===== src/design/dbp_pkg.sv =====
// Shared constants, types and helpers of the double buffered PWM stage
package dbp_pkg;

    // Widths of the counters and duty values
    localparam int DBP_TMR_W      = 8;    // Period timer count width
    localparam int DBP_DUTY_W     = 10;   // Full duty value width
    localparam int DBP_FRAC_W     = 2;    // Low duty bits / phase bits
    localparam int DBP_PRE_W      = 6;    // Prescaler sub-count width

    // Oscillator timing: one system clock is one oscillator period
    localparam int DBP_OSC_PERIOD_NS = 40;  // Oscillator period in ns
    localparam int DBP_QUARTERS      = 4;   // Oscillator periods a cycle

    // Field positions in compare_unit_control
    localparam int DBP_CTRL_DLO_LSB = 4;    // Duty low bits <5:4>
    localparam int DBP_CTRL_SEL_LSB = 2;    // Mode bits <3:2>
    localparam logic [1:0] DBP_MODE_PWM = 2'h3;  // Mode <3:2> for PWM

    // Reset values
    localparam logic [7:0] DBP_CTRL_RST   = 8'h00;
    localparam logic [7:0] DBP_DUTY_RST   = 8'h00;
    localparam logic [7:0] DBP_PERIOD_RST = 8'hFF;

    // Prescaler selections
    localparam logic [1:0] DBP_PRE_1  = 2'h0;  // Divide by 1
    localparam logic [1:0] DBP_PRE_4  = 2'h1;  // Divide by 4

    // Output latch states, Gray coded along off, low, high
    typedef enum logic [1:0] {
        DBP_OFF  = 2'h0,
        DBP_LOW  = 2'h1,
        DBP_HIGH = 2'h3
    } dbp_out_st_t;

    // Prescale factor chosen by the select bits
    function automatic int dbp_pre_factor(input logic [1:0] sel);
        int f;
        case (sel)
            DBP_PRE_1: f = 1;
            DBP_PRE_4: f = 4;
            default:   f = 16;
        endcase
        return f;
    endfunction

    // Oscillator periods in one whole timer increment
    function automatic int dbp_inc_len(input logic [1:0] sel);
        return DBP_QUARTERS * dbp_pre_factor(sel);
    endfunction

endpackage


===== src/design/dbp_tb_if.sv =====
// Timebase signals passed from the period timer to the output stage
`timescale 1ns/10ps
interface dbp_tb_if;
    logic                      match;    // Period match increment cycle
    logic [7:0]                count;    // Period timer count (flop)
    logic [9:0]                nxt_ext;  // Next extended count
    modport src (output match, output count, output nxt_ext);
    modport snk (input match, input count, input nxt_ext);
endinterface


===== src/design/dbp_duty_latch.sv =====
// Active duty latch: second stage of the duty double buffer
`timescale 1ns/10ps
module dbp_duty_latch
    import dbp_pkg::*;
#(
    parameter int DUTY_W = DBP_DUTY_W     // Duty value width
) (
    input  wire logic              i_sys_clk,
    input  wire logic              i_rst_n,
    input  wire logic              i_clk_en,
    input  wire logic              i_load,
    input  wire logic [DUTY_W-1:0] i_buf_duty,
    output logic      [DUTY_W-1:0] o_act_duty
);

    // Loads only on period match; no software path reaches it
    always_ff @(posedge i_sys_clk or negedge i_rst_n) begin
        if (!i_rst_n) begin
            o_act_duty <= '0;
        end else if (i_clk_en && i_load) begin
            o_act_duty <= i_buf_duty;
        end
    end

endmodule


===== src/design/dbp_pwm_top.sv =====
// Double buffered PWM output stage of a capture/compare unit
`timescale 1ns/10ps
module dbp_pwm_top
    import dbp_pkg::*;
(
    input  wire logic       i_sys_clk,               // Oscillator clock
    input  wire logic       i_rst_n,                 // Async reset
    input  wire logic       i_clk_en,                // Freezes all state
    input  wire logic       i_ctrl_wr,               // Control write
    input  wire logic [7:0] i_ctrl_data,             // Control data
    input  wire logic       i_duty_wr,               // Duty buffer write
    input  wire logic [7:0] i_duty_data,             // Duty buffer data
    input  wire logic       i_period_wr,             // Period write
    input  wire logic [7:0] i_period_data,           // Period data
    input  wire logic       i_timer_on,              // Period timer run
    input  wire logic [1:0] i_prescale_sel,          // Prescale select
    input  wire logic       i_shared_port_direction, // 1 = pin input
    input  wire logic       i_shared_io_port_latch,  // Port data latch
    output logic            o_pwm_output_pin,        // Pin drive value
    output logic            o_pwm_output_pin_oe,     // Pin drive enable
    output logic [7:0]      o_compare_unit_control,  // Control readback
    output logic [7:0]      o_duty_buffer_register,  // Buffer readback
    output logic [7:0]      o_period_register,       // Period readback
    output logic [7:0]      o_period_timer_count,    // Timer readback
    output logic [7:0]      o_active_duty_latch      // Active duty, RO
);

    logic [7:0]   ctrl_ff;        // Control register
    logic [7:0]   duty_buf_ff;    // Duty buffer register
    logic [7:0]   period_ff;      // Period register
    logic         pin_ff;         // Registered pin value
    logic         oe_ff;          // Registered pin enable
    dbp_out_st_t  out_st_ff;      // PWM output latch state
    dbp_out_st_t  nxt_out_st;     // Next output latch state
    logic         pwm_mode;       // Control selects PWM
    logic [9:0]   buf_duty;       // Buffered 10-bit duty
    logic [9:0]   act_duty;       // Active 10-bit duty
    logic         ext_hit;        // Duty meets extended count

    dbp_tb_if     tb ();          // Timebase signals

    // Period timer and phase counter
    dbp_timebase #(
        .PRE_W          (DBP_PRE_W)
    ) u_timebase (
        .i_sys_clk      (i_sys_clk),
        .i_rst_n        (i_rst_n),
        .i_clk_en       (i_clk_en),
        .i_timer_on     (i_timer_on),
        .i_prescale_sel (i_prescale_sel),
        .i_period       (period_ff),
        .tb             (tb.src)
    );

    // Active duty stage of the double buffer
    dbp_duty_latch #(
        .DUTY_W         (DBP_DUTY_W)
    ) u_duty_latch (
        .i_sys_clk      (i_sys_clk),
        .i_rst_n        (i_rst_n),
        .i_clk_en       (i_clk_en),
        .i_load         (tb.match && pwm_mode),
        .i_buf_duty     (buf_duty),
        .o_act_duty     (act_duty)
    );

    // Mode decode and duty assembly
    always_comb begin
        pwm_mode = ctrl_ff[DBP_CTRL_SEL_LSB +: 2] == DBP_MODE_PWM;
        buf_duty = {duty_buf_ff,
                    ctrl_ff[DBP_CTRL_DLO_LSB +: DBP_FRAC_W]};
        ext_hit  = tb.nxt_ext == act_duty;
    end

    // Control register, written whole
    always_ff @(posedge i_sys_clk or negedge i_rst_n) begin
        if (!i_rst_n) begin
            ctrl_ff <= DBP_CTRL_RST;
        end else if (i_clk_en && i_ctrl_wr) begin
            ctrl_ff <= i_ctrl_data;
        end
    end

    // Duty buffer, writable at any time
    always_ff @(posedge i_sys_clk or negedge i_rst_n) begin
        if (!i_rst_n) begin
            duty_buf_ff <= DBP_DUTY_RST;
        end else if (i_clk_en && i_duty_wr) begin
            duty_buf_ff <= i_duty_data;
        end
    end

    // Period register
    always_ff @(posedge i_sys_clk or negedge i_rst_n) begin
        if (!i_rst_n) begin
            period_ff <= DBP_PERIOD_RST;
        end else if (i_clk_en && i_period_wr) begin
            period_ff <= i_period_data;
        end
    end

    // Output latch next state
    always_comb begin
        nxt_out_st = out_st_ff;
        case (out_st_ff)
            DBP_OFF: begin
                // Entering PWM: high at once on a match with nonzero duty, else wait low for the next period start
                if (pwm_mode && tb.match && buf_duty != 10'h000) begin
                    nxt_out_st = DBP_HIGH;
                end else if (pwm_mode) begin
                    nxt_out_st = DBP_LOW;
                end
            end
            DBP_LOW: begin
                if (!pwm_mode) begin
                    nxt_out_st = DBP_OFF;
                end else if (tb.match && buf_duty != 10'h000) begin
                    nxt_out_st = DBP_HIGH;
                end
            end
            DBP_HIGH: begin
                if (!pwm_mode) begin
                    nxt_out_st = DBP_OFF;
                end else if (tb.match) begin
                    // Period start: zero duty takes the pin low
                    nxt_out_st = (buf_duty != 10'h000) ?
                                 DBP_HIGH : DBP_LOW;
                end else if (ext_hit) begin
                    nxt_out_st = DBP_LOW;
                end
                // No hit within the period leaves it high
            end
            default: begin
                nxt_out_st = DBP_OFF;
            end
        endcase
    end

    // Output latch state
    always_ff @(posedge i_sys_clk or negedge i_rst_n) begin
        if (!i_rst_n) begin
            out_st_ff <= DBP_OFF;
        end else if (i_clk_en) begin
            out_st_ff <= nxt_out_st;
        end
    end

    // Pin value: PWM latch in PWM mode, else the port data latch
    always_ff @(posedge i_sys_clk or negedge i_rst_n) begin
        if (!i_rst_n) begin
            pin_ff <= 1'b0;
        end else if (i_clk_en) begin
            pin_ff <= pwm_mode ? (nxt_out_st == DBP_HIGH)
                               : i_shared_io_port_latch;
        end
    end

    // Pin enable follows the shared direction bit
    always_ff @(posedge i_sys_clk or negedge i_rst_n) begin
        if (!i_rst_n) begin
            oe_ff <= 1'b0;
        end else if (i_clk_en) begin
            oe_ff <= !i_shared_port_direction;
        end
    end

    // Outputs, all from flops
    assign o_pwm_output_pin       = pin_ff;
    assign o_pwm_output_pin_oe    = oe_ff;
    assign o_compare_unit_control = ctrl_ff;
    assign o_duty_buffer_register = duty_buf_ff;
    assign o_period_register      = period_ff;
    assign o_period_timer_count   = tb.count;
    assign o_active_duty_latch    = act_duty[9:2];

    // Checking helpers: settings unchanged since the last match
    logic        seen_ff;     // A full period with stable settings
    logic [15:0] per_cnt_ff;  // Enabled cycles since last match
    logic [15:0] hi_cnt_ff;   // Enabled cycles spent high
    logic [1:0]  sel_ff;      // Prescale select one cycle ago

    always_ff @(posedge i_sys_clk or negedge i_rst_n) begin
        if (!i_rst_n) begin
            seen_ff    <= 1'b0;
            per_cnt_ff <= 16'h0000;
            hi_cnt_ff  <= 16'h0000;
            sel_ff     <= 2'h0;
        end else if (i_clk_en) begin
            sel_ff     <= i_prescale_sel;
            per_cnt_ff <= tb.match ? 16'h0000 : per_cnt_ff + 16'h0001;
            hi_cnt_ff  <= (out_st_ff != DBP_HIGH || tb.match) ?
                          16'h0000 : hi_cnt_ff + 16'h0001;
            if (i_period_wr || !i_timer_on ||
                i_prescale_sel != sel_ff || !pwm_mode) begin
                seen_ff <= 1'b0;
            end else if (tb.match) begin
                seen_ff <= 1'b1;
            end
        end
    end

    chk_zero_ctrl_off: assert property (
        @(posedge i_sys_clk) disable iff (!i_rst_n)
        (i_clk_en && i_ctrl_wr && i_ctrl_data == 8'h00)
        |=> ##1 (out_st_ff == DBP_OFF || !i_clk_en))
        else $error("control zero did not force the output low");

    chk_period_len: assert property (
        @(posedge i_sys_clk) disable iff (!i_rst_n)
        (i_clk_en && tb.match && seen_ff && !i_period_wr &&
         i_prescale_sel == sel_ff)
        |-> (int'(per_cnt_ff) == (int'(period_ff) + 1) *
             dbp_inc_len(i_prescale_sel) - 1))
        else $error("PWM period length wrong");

    chk_timer_clear: assert property (
        @(posedge i_sys_clk) disable iff (!i_rst_n)
        (i_clk_en && tb.match)
        |-> (tb.count == period_ff) ##1 (tb.count == 8'h00))
        else $error("timer not cleared after period match");

    chk_set_on_match: assert property (
        @(posedge i_sys_clk) disable iff (!i_rst_n)
        (i_clk_en && tb.match && pwm_mode)
        |=> (o_pwm_output_pin == ($past(buf_duty) != 10'h000)))
        else $error("output wrong at period start");

    chk_duty_load: assert property (
        @(posedge i_sys_clk) disable iff (!i_rst_n)
        (i_clk_en && tb.match && pwm_mode)
        |=> (act_duty == $past(buf_duty)))
        else $error("active duty not loaded on match");

    chk_duty_hold: assert property (
        @(posedge i_sys_clk) disable iff (!i_rst_n)
        !(i_clk_en && tb.match && pwm_mode) |=> $stable(act_duty))
        else $error("active duty changed outside a match");

    chk_high_time: assert property (
        @(posedge i_sys_clk) disable iff (!i_rst_n)
        (i_clk_en && seen_ff && out_st_ff == DBP_HIGH &&
         nxt_out_st == DBP_LOW && !tb.match)
        |-> (int'(hi_cnt_ff) + 1 ==
             int'(act_duty) * dbp_pre_factor(i_prescale_sel)))
        else $error("PWM high time wrong");

    chk_over_range: assert property (
        @(posedge i_sys_clk) disable iff (!i_rst_n)
        (i_clk_en && pwm_mode && out_st_ff == DBP_HIGH && !tb.match &&
         act_duty > {period_ff, 2'h3})
        |=> (out_st_ff == DBP_HIGH))
        else $error("output fell with an unreachable duty");

    chk_pin_mirror: assert property (
        @(posedge i_sys_clk) disable iff (!i_rst_n)
        ($past(i_clk_en) && $past(pwm_mode))
        |-> (o_pwm_output_pin == (out_st_ff == DBP_HIGH)))
        else $error("pin does not follow the PWM latch");

    chk_port_mirror: assert property (
        @(posedge i_sys_clk) disable iff (!i_rst_n)
        ($past(i_rst_n) && $past(i_clk_en) && !$past(pwm_mode))
        |-> (o_pwm_output_pin == $past(i_shared_io_port_latch)))
        else $error("pin does not follow the port latch");

    chk_oe_follow: assert property (
        @(posedge i_sys_clk) disable iff (!i_rst_n)
        ($past(i_rst_n) && $past(i_clk_en))
        |-> (o_pwm_output_pin_oe == !$past(i_shared_port_direction)))
        else $error("pin enable does not follow direction");

    chk_rise_on_match: assert property (
        @(posedge i_sys_clk) disable iff (!i_rst_n)
        ($rose(o_pwm_output_pin) && $past(pwm_mode))
        |-> $past(tb.match))
        else $error("output rose outside a period match");

    chk_count_range: assert property (
        @(posedge i_sys_clk) disable iff (!i_rst_n)
        (seen_ff && pwm_mode) |-> (tb.count <= period_ff))
        else $error("timer ran past the period");

endmodule


===== src/design/dbp_timebase.sv =====
// Period timer with prescaler and quarter-cycle phase counter
`timescale 1ns/10ps
module dbp_timebase
    import dbp_pkg::*;
#(
    parameter int PRE_W = DBP_PRE_W       // Sub-count width
) (
    input  wire logic       i_sys_clk,
    input  wire logic       i_rst_n,
    input  wire logic       i_clk_en,
    input  wire logic       i_timer_on,
    input  wire logic [1:0] i_prescale_sel,
    input  wire logic [7:0] i_period,
    dbp_tb_if.src           tb
);

    logic [PRE_W-1:0] sub_ff;      // Phase and prescaler count
    logic [PRE_W-1:0] nxt_sub;     // Next sub-count
    logic [PRE_W-1:0] term;        // Last sub-count of an increment
    logic [7:0]       tmr_ff;      // Period timer count
    logic [7:0]       nxt_tmr;     // Next timer count
    logic             tick;        // Timer increment cycle
    logic             match;       // Count equals period at increment

    // Two low bits of the extended count: phase or prescaler bits
    function automatic logic [1:0] frac(input logic [PRE_W-1:0] s,
                                        input logic [1:0] sel);
        logic [1:0] f;
        case (sel)
            DBP_PRE_1: f = s[1:0];
            DBP_PRE_4: f = s[3:2];
            default:   f = s[5:4];
        endcase
        return f;
    endfunction

    // Increment and match decode; no postscaler in the path
    always_comb begin
        term    = PRE_W'(dbp_inc_len(i_prescale_sel) - 1);
        tick    = i_timer_on && (sub_ff >= term);
        match   = tick && (tmr_ff == i_period);
        nxt_sub = !i_timer_on ? sub_ff :
                  tick ? '0 : sub_ff + 1'b1;
        nxt_tmr = match ? 8'h00 :
                  tick ? tmr_ff + 8'h01 : tmr_ff;
    end

    // Counter state
    always_ff @(posedge i_sys_clk or negedge i_rst_n) begin
        if (!i_rst_n) begin
            sub_ff <= '0;
            tmr_ff <= 8'h00;
        end else if (i_clk_en) begin
            sub_ff <= nxt_sub;
            tmr_ff <= nxt_tmr;
        end
    end

    // Export to the output stage
    assign tb.match   = match;
    assign tb.count   = tmr_ff;
    assign tb.nxt_ext = {nxt_tmr, frac(nxt_sub, i_prescale_sel)};

endmodule


===== config.mk =====
export PLATFORM = sky130hd
export DESIGN_NAME = dbp_pwm_top
export DESIGN_NICKNAME = d
export VERILOG_FILES = /design/src/design/dbp_pkg.sv /design/src/design/dbp_tb_if.sv /design/src/design/dbp_duty_latch.sv /design/src/design/dbp_pwm_top.sv /design/src/design/dbp_timebase.sv
export SDC_FILE = /design/constraint.sdc
export NUM_CORES = 1
export LEC_CHECK = 0
export ABC_AREA = 1
export BUFFER_PORTS_ARGS = -buffer_cell sky130_fd_sc_hd__buf_2
export CAP_MARGIN = 20
export CORE_MARGIN = 2
export CORE_UTILIZATION = 54
export CTS_BUF_LIST = sky130_fd_sc_hd__clkbuf_4
export DETAILED_ROUTE_END_ITERATION = 7
export HOLD_SLACK_MARGIN = 0.12
export PLACE_DENSITY = 0.91
export SLEW_MARGIN = 10
export SYNTH_ARGS = -nofsm -noshare
export SYNTH_HDL_FRONTEND = slang
export SYNTH_SLANG_ARGS = --single-unit
export TNS_END_PERCENT = 100

===== constraint.sdc =====
create_clock -name i_sys_clk -period 3.13 [get_ports i_sys_clk]
set_clock_uncertainty 0.15 [all_clocks]
set_input_delay 0.626 -clock i_sys_clk [delete_from_list [all_inputs] [get_ports i_sys_clk]]
set_output_delay 0.626 -clock i_sys_clk [all_outputs]
set_load 0.02 [all_outputs]

Word level (Yosys, flattened, before mapping)
Index checks and enable logic that the tools add are counted.

operators by class
  equal/unequal tests = 7
  reduce and logical (&&, ||, !) cells = 13
  muxes and demuxes = 16
  order comparisons = 1
  add/subtract/negate cells = 3

operator list
  operator               number
  $mux W2                8
  $mux W8                2
  $mux W6                2
  $eq A10 B10 Y1         1
  $reduce_bool A10 Y1    1
  $logic_and A1 B1 Y1    9
  $add A8 B1 Y8 const B  1
  $eq A8 B8 Y1           1
  $add A6 B1 Y6 const B  1
  $eq A2 B2 Y1 const B   3
  $ge A6 B6 Y1           1
  $pmux W2 S3            1
  $pmux W3 S2            1
  $sub A6 B1 Y6 const B  1
  $eq A2 B1 Y1 const B   2
  $logic_not A2 Y1       2
  $pmux W2 S2            1
  $logic_not A1 Y1       1
  $mux W1                1

word-level totals
  flip-flop bits (word level) = 52

Depth between registers and ports, before layout
Gate-level depths: netlist of run 1.

  word-level depth = 15
  depth in mapped cells = 27

Modules after synthesis
Synthesis of run 1 repeated with hierarchy kept, for this count alone.

second synthesis, totals
  cell total of the unflattened synthesis = 391
  area total of the unflattened synthesis = 3125.5 um^2

by module, submodules not included
  module          cells each  instances  area an instance (um^2)
  dbp_timebase    224         1          1405.1
  dbp_pwm_top     124         1          1316.3
  dbp_duty_latch  43          1          404.1

Worst setup path before layout of run 1
Ideal clock, no wire load.

  kind = input -> register
  start point = in i_prescale_sel[0]
  end point = reg pin_ff (netlist: o_pwm_output_pin)
  setup time = 0.119 ns
  cell stages on the path = 23
  arrival time = 2.786 ns
  slack = 0.075 ns
  data required time = 2.861 ns
  path through = inv_1 nor2_1 inv_1 ha_1 ha_1 nand2_1 nor2_1 nand3_4 a21oi_4 nand2_4 buf_6 nand3b_4 nand2_1 clkinv_1 nand2_1 nor2_1 nand3_1 nand2_1 nand2_1 nand2_1 nand2_1 nand2_1 nand2_1

between the ends
  longest elaborated chain between the ends = 15
  elaborated cells on any way between the ends = 25
  classes of those cells = 1 x add/sub; 1 x order compare; 3 x eq/ne; 14 x mux; 6 x reduce/logical

RTL lines
  what                                                     line                               RTL
  start, declared                                          dbp_pwm_top.sv:16                  input wire logic [1:0] i_prescale_sel,
  $eq A2 B1 Y1 / $logic_not A2 Y1 (equally long branches)  dbp_pkg.sv:38, dbp_timebase.sv:29
  $pmux W3 S2                                              dbp_pkg.sv:38                      case (sel)
  $sub A6 B1 Y6                                            dbp_timebase.sv:39                 term = PRE_W'(dbp_inc_len(i_prescale_sel) - 1);
  $ge A6 B6 Y1                                             dbp_timebase.sv:40                 tick = i_timer_on && (sub_ff >= term);
  $logic_and A1 B1 Y1                                      dbp_timebase.sv:40
  $mux W6                                                  dbp_timebase.sv:43                 tick ? '0 : sub_ff + 1'b1;
  $mux W6                                                  dbp_timebase.sv:42                 nxt_sub = !i_timer_on ? sub_ff :
  $pmux W2 S2                                              dbp_timebase.sv:29                 case (sel)
  $eq A10 B10 Y1                                           dbp_pwm_top.sv:72                  ext_hit = tb.nxt_ext == act_duty;
  $mux W2                                                  dbp_pwm_top.sv:128                 end else if (ext_hit) begin
  $mux W2                                                  dbp_pwm_top.sv:124                 end else if (tb.match) begin
  $mux W2                                                  dbp_pwm_top.sv:122                 if (!pwm_mode) begin
  $pmux W2 S3 (*)                                          dbp_pwm_top.sv:105                 case (out_st_ff)
  $eq A2 B2 Y1 (*)                                         dbp_pwm_top.sv:153                 pin_ff <= pwm_mode ? (nxt_out_st == DBP_HIGH)
  $mux W1 (*)                                              dbp_pwm_top.sv:153
  end signal, assigned                                     dbp_pwm_top.sv:153
  end, declared                                            dbp_pwm_top.sv:31                  logic pin_ff;

Mark *: on every way between the ends. The rest lies on a longest branch, timed or not.
A chain may end at the register's enable or synchronous reset.

Final worst setup path of run 1
  start point = in i_prescale_sel[0]
  end point = reg out_st_ff[1]

between the ends
  longest elaborated chain between the ends = 13
  elaborated cells on any way between the ends = 23
  classes of those cells = 1 x add/sub; 1 x order compare; 2 x eq/ne; 13 x mux; 6 x reduce/logical

RTL lines
  what                                                     line                               RTL
  $eq A2 B1 Y1 / $logic_not A2 Y1 (equally long branches)  dbp_pkg.sv:38, dbp_timebase.sv:29
  $pmux W3 S2                                              dbp_pkg.sv:38
  $sub A6 B1 Y6                                            dbp_timebase.sv:39
  $ge A6 B6 Y1                                             dbp_timebase.sv:40
  $logic_and A1 B1 Y1                                      dbp_timebase.sv:40
  $mux W6                                                  dbp_timebase.sv:43
  $mux W6                                                  dbp_timebase.sv:42
  $pmux W2 S2                                              dbp_timebase.sv:29
  $eq A10 B10 Y1                                           dbp_pwm_top.sv:72
  $mux W2                                                  dbp_pwm_top.sv:128
  $mux W2                                                  dbp_pwm_top.sv:124
  $mux W2                                                  dbp_pwm_top.sv:122
  $pmux W2 S3 (*)                                          dbp_pwm_top.sv:105
  end signal, assigned                                     dbp_pwm_top.sv:144                 out_st_ff <= nxt_out_st;
  end, declared                                            dbp_pwm_top.sv:33                  dbp_out_st_t out_st_ff;

Marked as above.

==> results of run 1 <==
-- worst max path at each step --
stage | depth (start not counted) | start | end | slack, ps
2_1_floorplan | 23 | i_prescale_sel[0] | o_pwm_output_pin | 80
3_3_place_gp | 23 | i_prescale_sel[0] | out_st_ff[1] | -120
3_5_place_dp | 23 | i_prescale_sel[0] | out_st_ff[1] | -300
4_1_cts | 23 | i_prescale_sel[0] | out_st_ff[1] | 120
5_1_grt | 29 | i_prescale_sel[0] | out_st_ff[1] | -40
6_report | 25 | i_prescale_sel[0] | out_st_ff[1] | 150
-- cell type report --
cell class	instances	area share
Timing Repair Buffer	98	0.1546
Multi-Input combinational cell	288	0.3995
Clock inverter	2	0.003024
Clock buffer	6	0.01210
Sequential cell	52	0.3522
Tap cell	72	0.02419
Inverter	54	0.05444
-- flip-flops by register name, indices dropped and copies added (netlist names) --
signal	count
o_pwm_output_pin	1
o_duty_buffer_register	8
o_pwm_output_pin_oe	1
o_period_register	8
u_timebase.sub_ff	6
out_st_ff	2
u_timebase.tb.count	8
u_duty_latch.o_act_duty	10
o_compare_unit_control	8
-- metrics by stage --
step                hold slack [ps]  std cells
global placement              315.7        556
finish                        302.9        572
global route                  279.1        572
detailed placement            329.5        556
floorplan                     180.4        411
CTS                           301.8        565
-- per-layer routing --
metal | up-vias | wire length, um | global-route usage | part of all wire
met5 | - | 0 | 0 | 0
met4 | 0 | 157 | 0.07759 | 0.022
met3 | 22 | 581 | 0.05795 | 0.081
met2 | 145 | 3334 | 0.3839 | 0.46
met1 | 1332 | 3108 | 0.2936 | 0.43
li1 | 1465 | - | - | -
-- cells by family (layout without fill, tap and decap cells) --
kind of cell | after synthesis | count (layout) | synth area share
AND/OR/NAND/NOR | 216 | 217 | 0.3075
multiplexers | 8 | 8 | 0.02952
flip-flops | 52 | 52 | 0.4297
XOR/XNOR | 7 | 7 | 0.02009
adder cells (fa/ha/maj) | 5 | 5 | 0.02050
AO/OA/AOI/OAI | 50 | 51 | 0.08775
buffers and inverters | 73 | 160 | 0.1050
-- repair_timing --
| item | CTS | global route |
|---|---|---|
| resized for setup | 0 | 11 |
| buffers inserted | 0 | 5 |
| hold endpoints to repair | 9 | 0 |
| setup endpoints to repair | 0 | 5 |
| hold buffers | 1 | 0 |
-- cell usage in the layout (no fill, tap or decap), drive strengths merged, types with 3 or more instances in the layout --
cell	count
nand2	133
buf	97
inv	53
dfrtp	44
nor2	42
nand3	30
o21ai	26
a21oi	22
mux2	8
dfstp	8
xor2	6
clkbuf	6
nand3b	5
ha	5
nor3	3
nand4	3
-- power groups by stage --
stage               Clock (mW)  Combinational [mW]  Sequential, mW
detailed placement           0               0.631           0.878
finish                   0.310               0.670           0.873
global placement             0               0.606           0.873
floorplan                    0               0.355           0.934
global route             0.346               0.752           0.886
CTS                      0.316               0.633           0.866
==> impl_results.md, run 1 <==
- Syn nets: between 400 and 500
- Final hold vios: 0
- Die W: 79.18 um
- PwrDens: about 500 nW/um^2
- GRT Overall Usage: 0.2306
- Final period util: 0.9511
- Die area: 6269 sq um
- Core Area: 5473 sq um
- Register bit total from synthesis: 52
- Leakage Power: 1.989 nW
- Sequential share of power: 0.471
- Slowest CP cell: o21ai_0
- Area after DPL: between 3000 and 4000 sq um
- Die H: 79.18 um
- Rel. slew slack: 0.5785
- Initial antenna violation count: 0
- Antenna Violating Nets Remaining: 0
- Max cap viols: 0
- DR vias: 2,964
- Clock power share: 0.167
- Top cells by area, synth: dfrtp_1, nand2_1, dfstp_2, inv_1, nor2_1
- Worst hold path depth: 2
- Global-route wire length before repair: about 12,000 um
- Critical Path RT: about 3300 ps
- CTS tree: built
- Syn avg cell area: 7.425 sq um
- HP Class: in2reg
- Comb pwr share: 0.362
- Clk_lat worst skew: 380 ps
- Final slew viol count: 0
- Most numerous cell in the Yosys netlist: nand2_1
- Storage element area: ~1300 sq um
- Post-synth top area share: 0.3608
- CP delay by family, top: simple AND/OR/NAND/NOR gates
- Net Sw Frac: 0.3927
- Worst slew pin tran: 632.3 ps
- Max stage delay on crit path: roughly 280 ps
- CP endpoint kind: register
- Drt wl/cell: 12.55 um
- RR Endpoint: out_st_ff[1]
- Cell count after synthesis: 411
- Initial Util: 0.5576
- Crit path max fanout: 10
- R2r startpoint: u_timebase.sub_ff[4]
- CTS clk-pin slew, worst paths: approximately 150 ps
- Syn. warnings: 0
- I/O pins: 77
- Async S/R FF share, synth: 1.000
- Setup violators final: 0
- Net Sw Power: between 0.7 and 0.8 mW
- R2R setup slack: 450 ps
- Most frequent cells after synthesis: nand2_1, inv_1, dfrtp_1, nor2_1, nand3_1
- H-tree level count: 2
- Max Root-Sink Buffers: 2
- Synth Flop Type: dfrtp_1
- TNS Setup: 0 ps
- Yosys cell types: 32
- Layout Nets: 539
- First-pass DRT Iterations: 6
- Vias per Instance: 5.182
- GPL Wtd Cong: 0.9391
- P&R area growth vs syn: 22.02%
- CTS Buf Count: 5
- Diodes inserted: 0
- Slack of the critical path: 153.0 ps
- CTS root buf: clkbuf_4
- Hold Startpoint: i_shared_port_direction
- Layout Utilization: 0.6804
- Area of the multi-input gates: 1488 sq um
- # DRC: 0
- Worst reg2reg path depth: 20
- Netlist Area Pre-Place: 3052 sq um
- Min Tclk post-route: 2977 ps
- Number of enable flip-flop cells after synthesis: 0
- Seq/Total Area, Yosys: 0.4297
- WL final: 7181 um
- Clock sinks: 52
- Design area: around 3700 sq um
- CP Launch Type: input port
- Share of cells above drive strength 1: 0.2900
- Hold path endpoint: o_pwm_output_pin_oe
- Initial drt markers: 220
- Post-DP HPWL: roughly 5200 um
- Final total power: 1.853 mW
- Most Frequent Cell on Critical Path: nand2_1
- Largest net degree at the start of global routing: 28
- Outcome: finished, final reports clean
- FILL cells: between 400 and 500
- Fmax: 335.9 MHz
- Port bufs: 76
- Area leader, netlist: dfrtp_1
- Place WS: -301.6 ps
- Crit path buffers/inverters: 5
- Gr ovfl total: 0
- Internal power: between 1 and 1.5 mW
- Std-Cell Rows: 27
- Crit path kind: in2reg
- CP Data Arrival Time: 3110 ps
- Worst VDD drop: 0.2590 mV
- Vias in the first global route: 2,704
(Power assumes the default switching activity.)
==> inputs of run 2 (changes only) <==
Settings changed: ABC_AREA 1 to not set.
==> impl_results.md, run 2 <==
- Outcome: finished, final reports clean
- I/O pins: between 70 and 80
- Min Tclk post-route: 3066 ps
- DP Cell Count: 440
- Initial Util: 0.5510
- Crit path max fanout: 6
- Vias per Instance: ~5.8
- Core Area: ~5400 sq um
- Yosys cell types: 54
- Layout Nets: approximately 420
- Number of flip-flops in the largest register: 10
- Final hold vios: 0
- Syn avg cell area: 10.40 sq um
- GPL Wtd Cong: about 0.93
- Top cells by area, synth: dfrtp_1, mux2_2, dfstp_2, o21ai_0, xnor2_1
- Clock sinks: 52
- Cell count after synthesis: 288
- CP Data Arrival Time: between 3000 and 4000 ps
- Area leader, netlist: dfrtp_1
- CTS clk-pin slew, worst paths: 140 ps
- Worst VDD drop: 0.3854 mV
- Worst slew pin tran: just under 700 ps
- Crit path kind: in2reg
- Final std cells w/o fill: 449
- Final total power: between 2 and 2.5 mW
- Syn. warnings: 0
- Fmax: 326.1 MHz
- # DRC: 0
- Initial antenna violation count: 0
- Antenna Violating Nets Remaining: 0
- FILL cells: 417
- DR vias: 2,598
- Most frequent cells after synthesis: dfrtp_1, mux2_2, nand2_1, o21ai_0, nand3_1
- Slowest CP cell: or4_4
- Diodes inserted: 0
- Most frequent cells in the layout: buf_2, dfrtp_1, mux2_2, buf_4, o21ai_0
- Rel. slew slack: 0.5465
- Share of cells above drive strength 1: 0.4748
- Vias in the first global route: 2,570
- Max stage delay on crit path: 580 ps
- Number of enable flip-flop cells after synthesis: 0
- Netlist Area Pre-Place: 2997 sq um
- Post-DP HPWL: around 5500 um
- PwrDens: 541.3 nW/um^2
- Post-synth top area share: 0.3674
- Std-Cell Rows: 27
- Most Frequent Cell on Critical Path: ha_4
- Max cap viols: 0
- Most common cell after layout, fill and taps aside: buf_2
- Biggest register: u_duty_latch.o_act_duty
- Leakage Power: 1.725 nW
- Hold WS: 263.7 ps
- Max Root-Sink Buffers: 2
- P&R area growth vs syn: 24.22%
- Global-route wire length before repair: 11,630 um
- Register bit total from synthesis: 52
- Critical Path RT: around 3300 ps
- Most numerous cell in the Yosys netlist: dfrtp_1
- Die W: 78.50 um
- CTS root buf: clkbuf_4
- Clk_lat worst skew: about 370 ps
- Largest net degree at the start of global routing: 30
- Area of the multi-input gates: approximately 1600 sq um
- CP endpoint kind: register
- Async S/R FF share, synth: 1.000
- Storage element area: 1311 sq um
- Port bufs: 76
- Setup violators final: 0
- H-tree level count: 2
- Drt wl/cell: 15.79 um
- HP Class: in2reg
- Place WS: -441.7 ps
- Final period util: 0.9796
- CTS Buf Count: 5
- Initial drt markers: about 180
- Slack of the critical path: 63.89 ps
- Critical Path, Cell by Cell: buf_4 -> nor2_4 -> inv_2 -> ha_4 -> ha_4 -> o211ai_2 -> or4_4 -> nand3_2 -> o211ai_1 -> xor2_1 -> a2111oi_4 -> a41oi_2 -> a211o_1
- Final slew viol count: 0
- Gr ovfl total: 0
- CTS tree: built
- WL final: 7091 um
- Postcts setup bufs: 0
- Syn nets: 328
- GRT Overall Usage: 0.2401
- Die H: around 78 um
- CP Launch Type: input port
- Die area: 6161 sq um
- First-pass DRT Iterations: 4
- Seq/Total Area, Yosys: 0.4376
- Synth Flop Type: dfrtp_1
[run 2: worst paths after layout]
path | startpoint | endpoint | slack, ps | cells after the start
setup / recovery | i_prescale_sel[0] | o_pwm_output_pin | 60 | 13
hold / removal | i_shared_port_direction | o_pwm_output_pin_oe | 260 | 2
setup reg to reg | o_period_register[5] | o_pwm_output_pin | 200 | 8
hold reg to reg | o_pwm_output_pin_oe | o_pwm_output_pin_oe | 350 | 2
max in group asynchronous | i_rst_n | o_duty_buffer_register[1] | 1860 | 3
min in group asynchronous | i_rst_n | o_period_register[1] | 610 | 2
[run 2: kinds of logic after synthesis]
kind of cell | Yosys count | share of synthesized area
AND/OR/NAND/NOR | 87 | 0.1520
AO/OA/AOI/OAI | 63 | 0.1520
flip-flops | 52 | 0.4376
multiplexers | 33 | 0.1240
buffers and inverters | 29 | 0.05553
XOR/XNOR | 19 | 0.05804
adder cells (fa/ha/maj) | 5 | 0.02088
[run 2: where the power goes]
| group | total (mW) | leakage, nW | internal, mW | switching [mW] |
|---|---|---|---|---|
| Combinational | 0.646 | 1.04 | 0.283 | 0.363 |
| Sequential | 0.900 | 0.629 | 0.774 | 0.126 |
| Clock | 0.468 | 0.0559 | 0.258 | 0.210 |
| Total | 2.01 | 1.73 | 1.31 | 0.700 |
[run 2: area by class of cell]
cell class                      instances  share of cell area
Sequential cell                        52              0.3523
Multi-Input combinational cell        207              0.4323
Clock inverter                          2             0.01613
Inverter                                9            0.009076
Tap cell                               72             0.02420
Clock buffer                            6             0.01210
Timing Repair Buffer                  101              0.1539
[run 2: per-stage QoR]
step / utilization / instance area, sq um / setup TNS [ps]
floorplan: - / 3030 / -183.2
global placement: 0.6513 / 3542 / -2005
detailed placement: 0.6513 / 3542 / -3289
CTS: 0.6738 / 3665 / 0
global route: 0.6844 / 3722 / -1.626
finish: 0.6844 / 3722 / 0
[run 2: critical path: cells and delay by family]
| family | cells | cell delay [ps] |
|---|---|---|
| AOI/OAI and AO/OA | 5 | 890 |
| buffers and inverters | 2 | 180 |
| adders and majority gates | 2 | 500 |
| and+or+nand+nor | 3 | 780 |
| xor gates and xnor gates | 1 | 210 |
[run 2: metal layers]
layer,GRT usage,vias to the layer above,wire length (um)
met4,0.1088,0,184
li1,-,1218,-
met2,0.3974,107,3464
met3,0.04023,25,417
met1,0.3102,1248,3023
met5,0,-,0
[run 2: timing repair]
item,CTS,global route
hold buffers,1,0
endpoints found under the hold margin,2,0
resized for setup,2,12
pin swaps,0,8
setup endpoints to repair,1,2
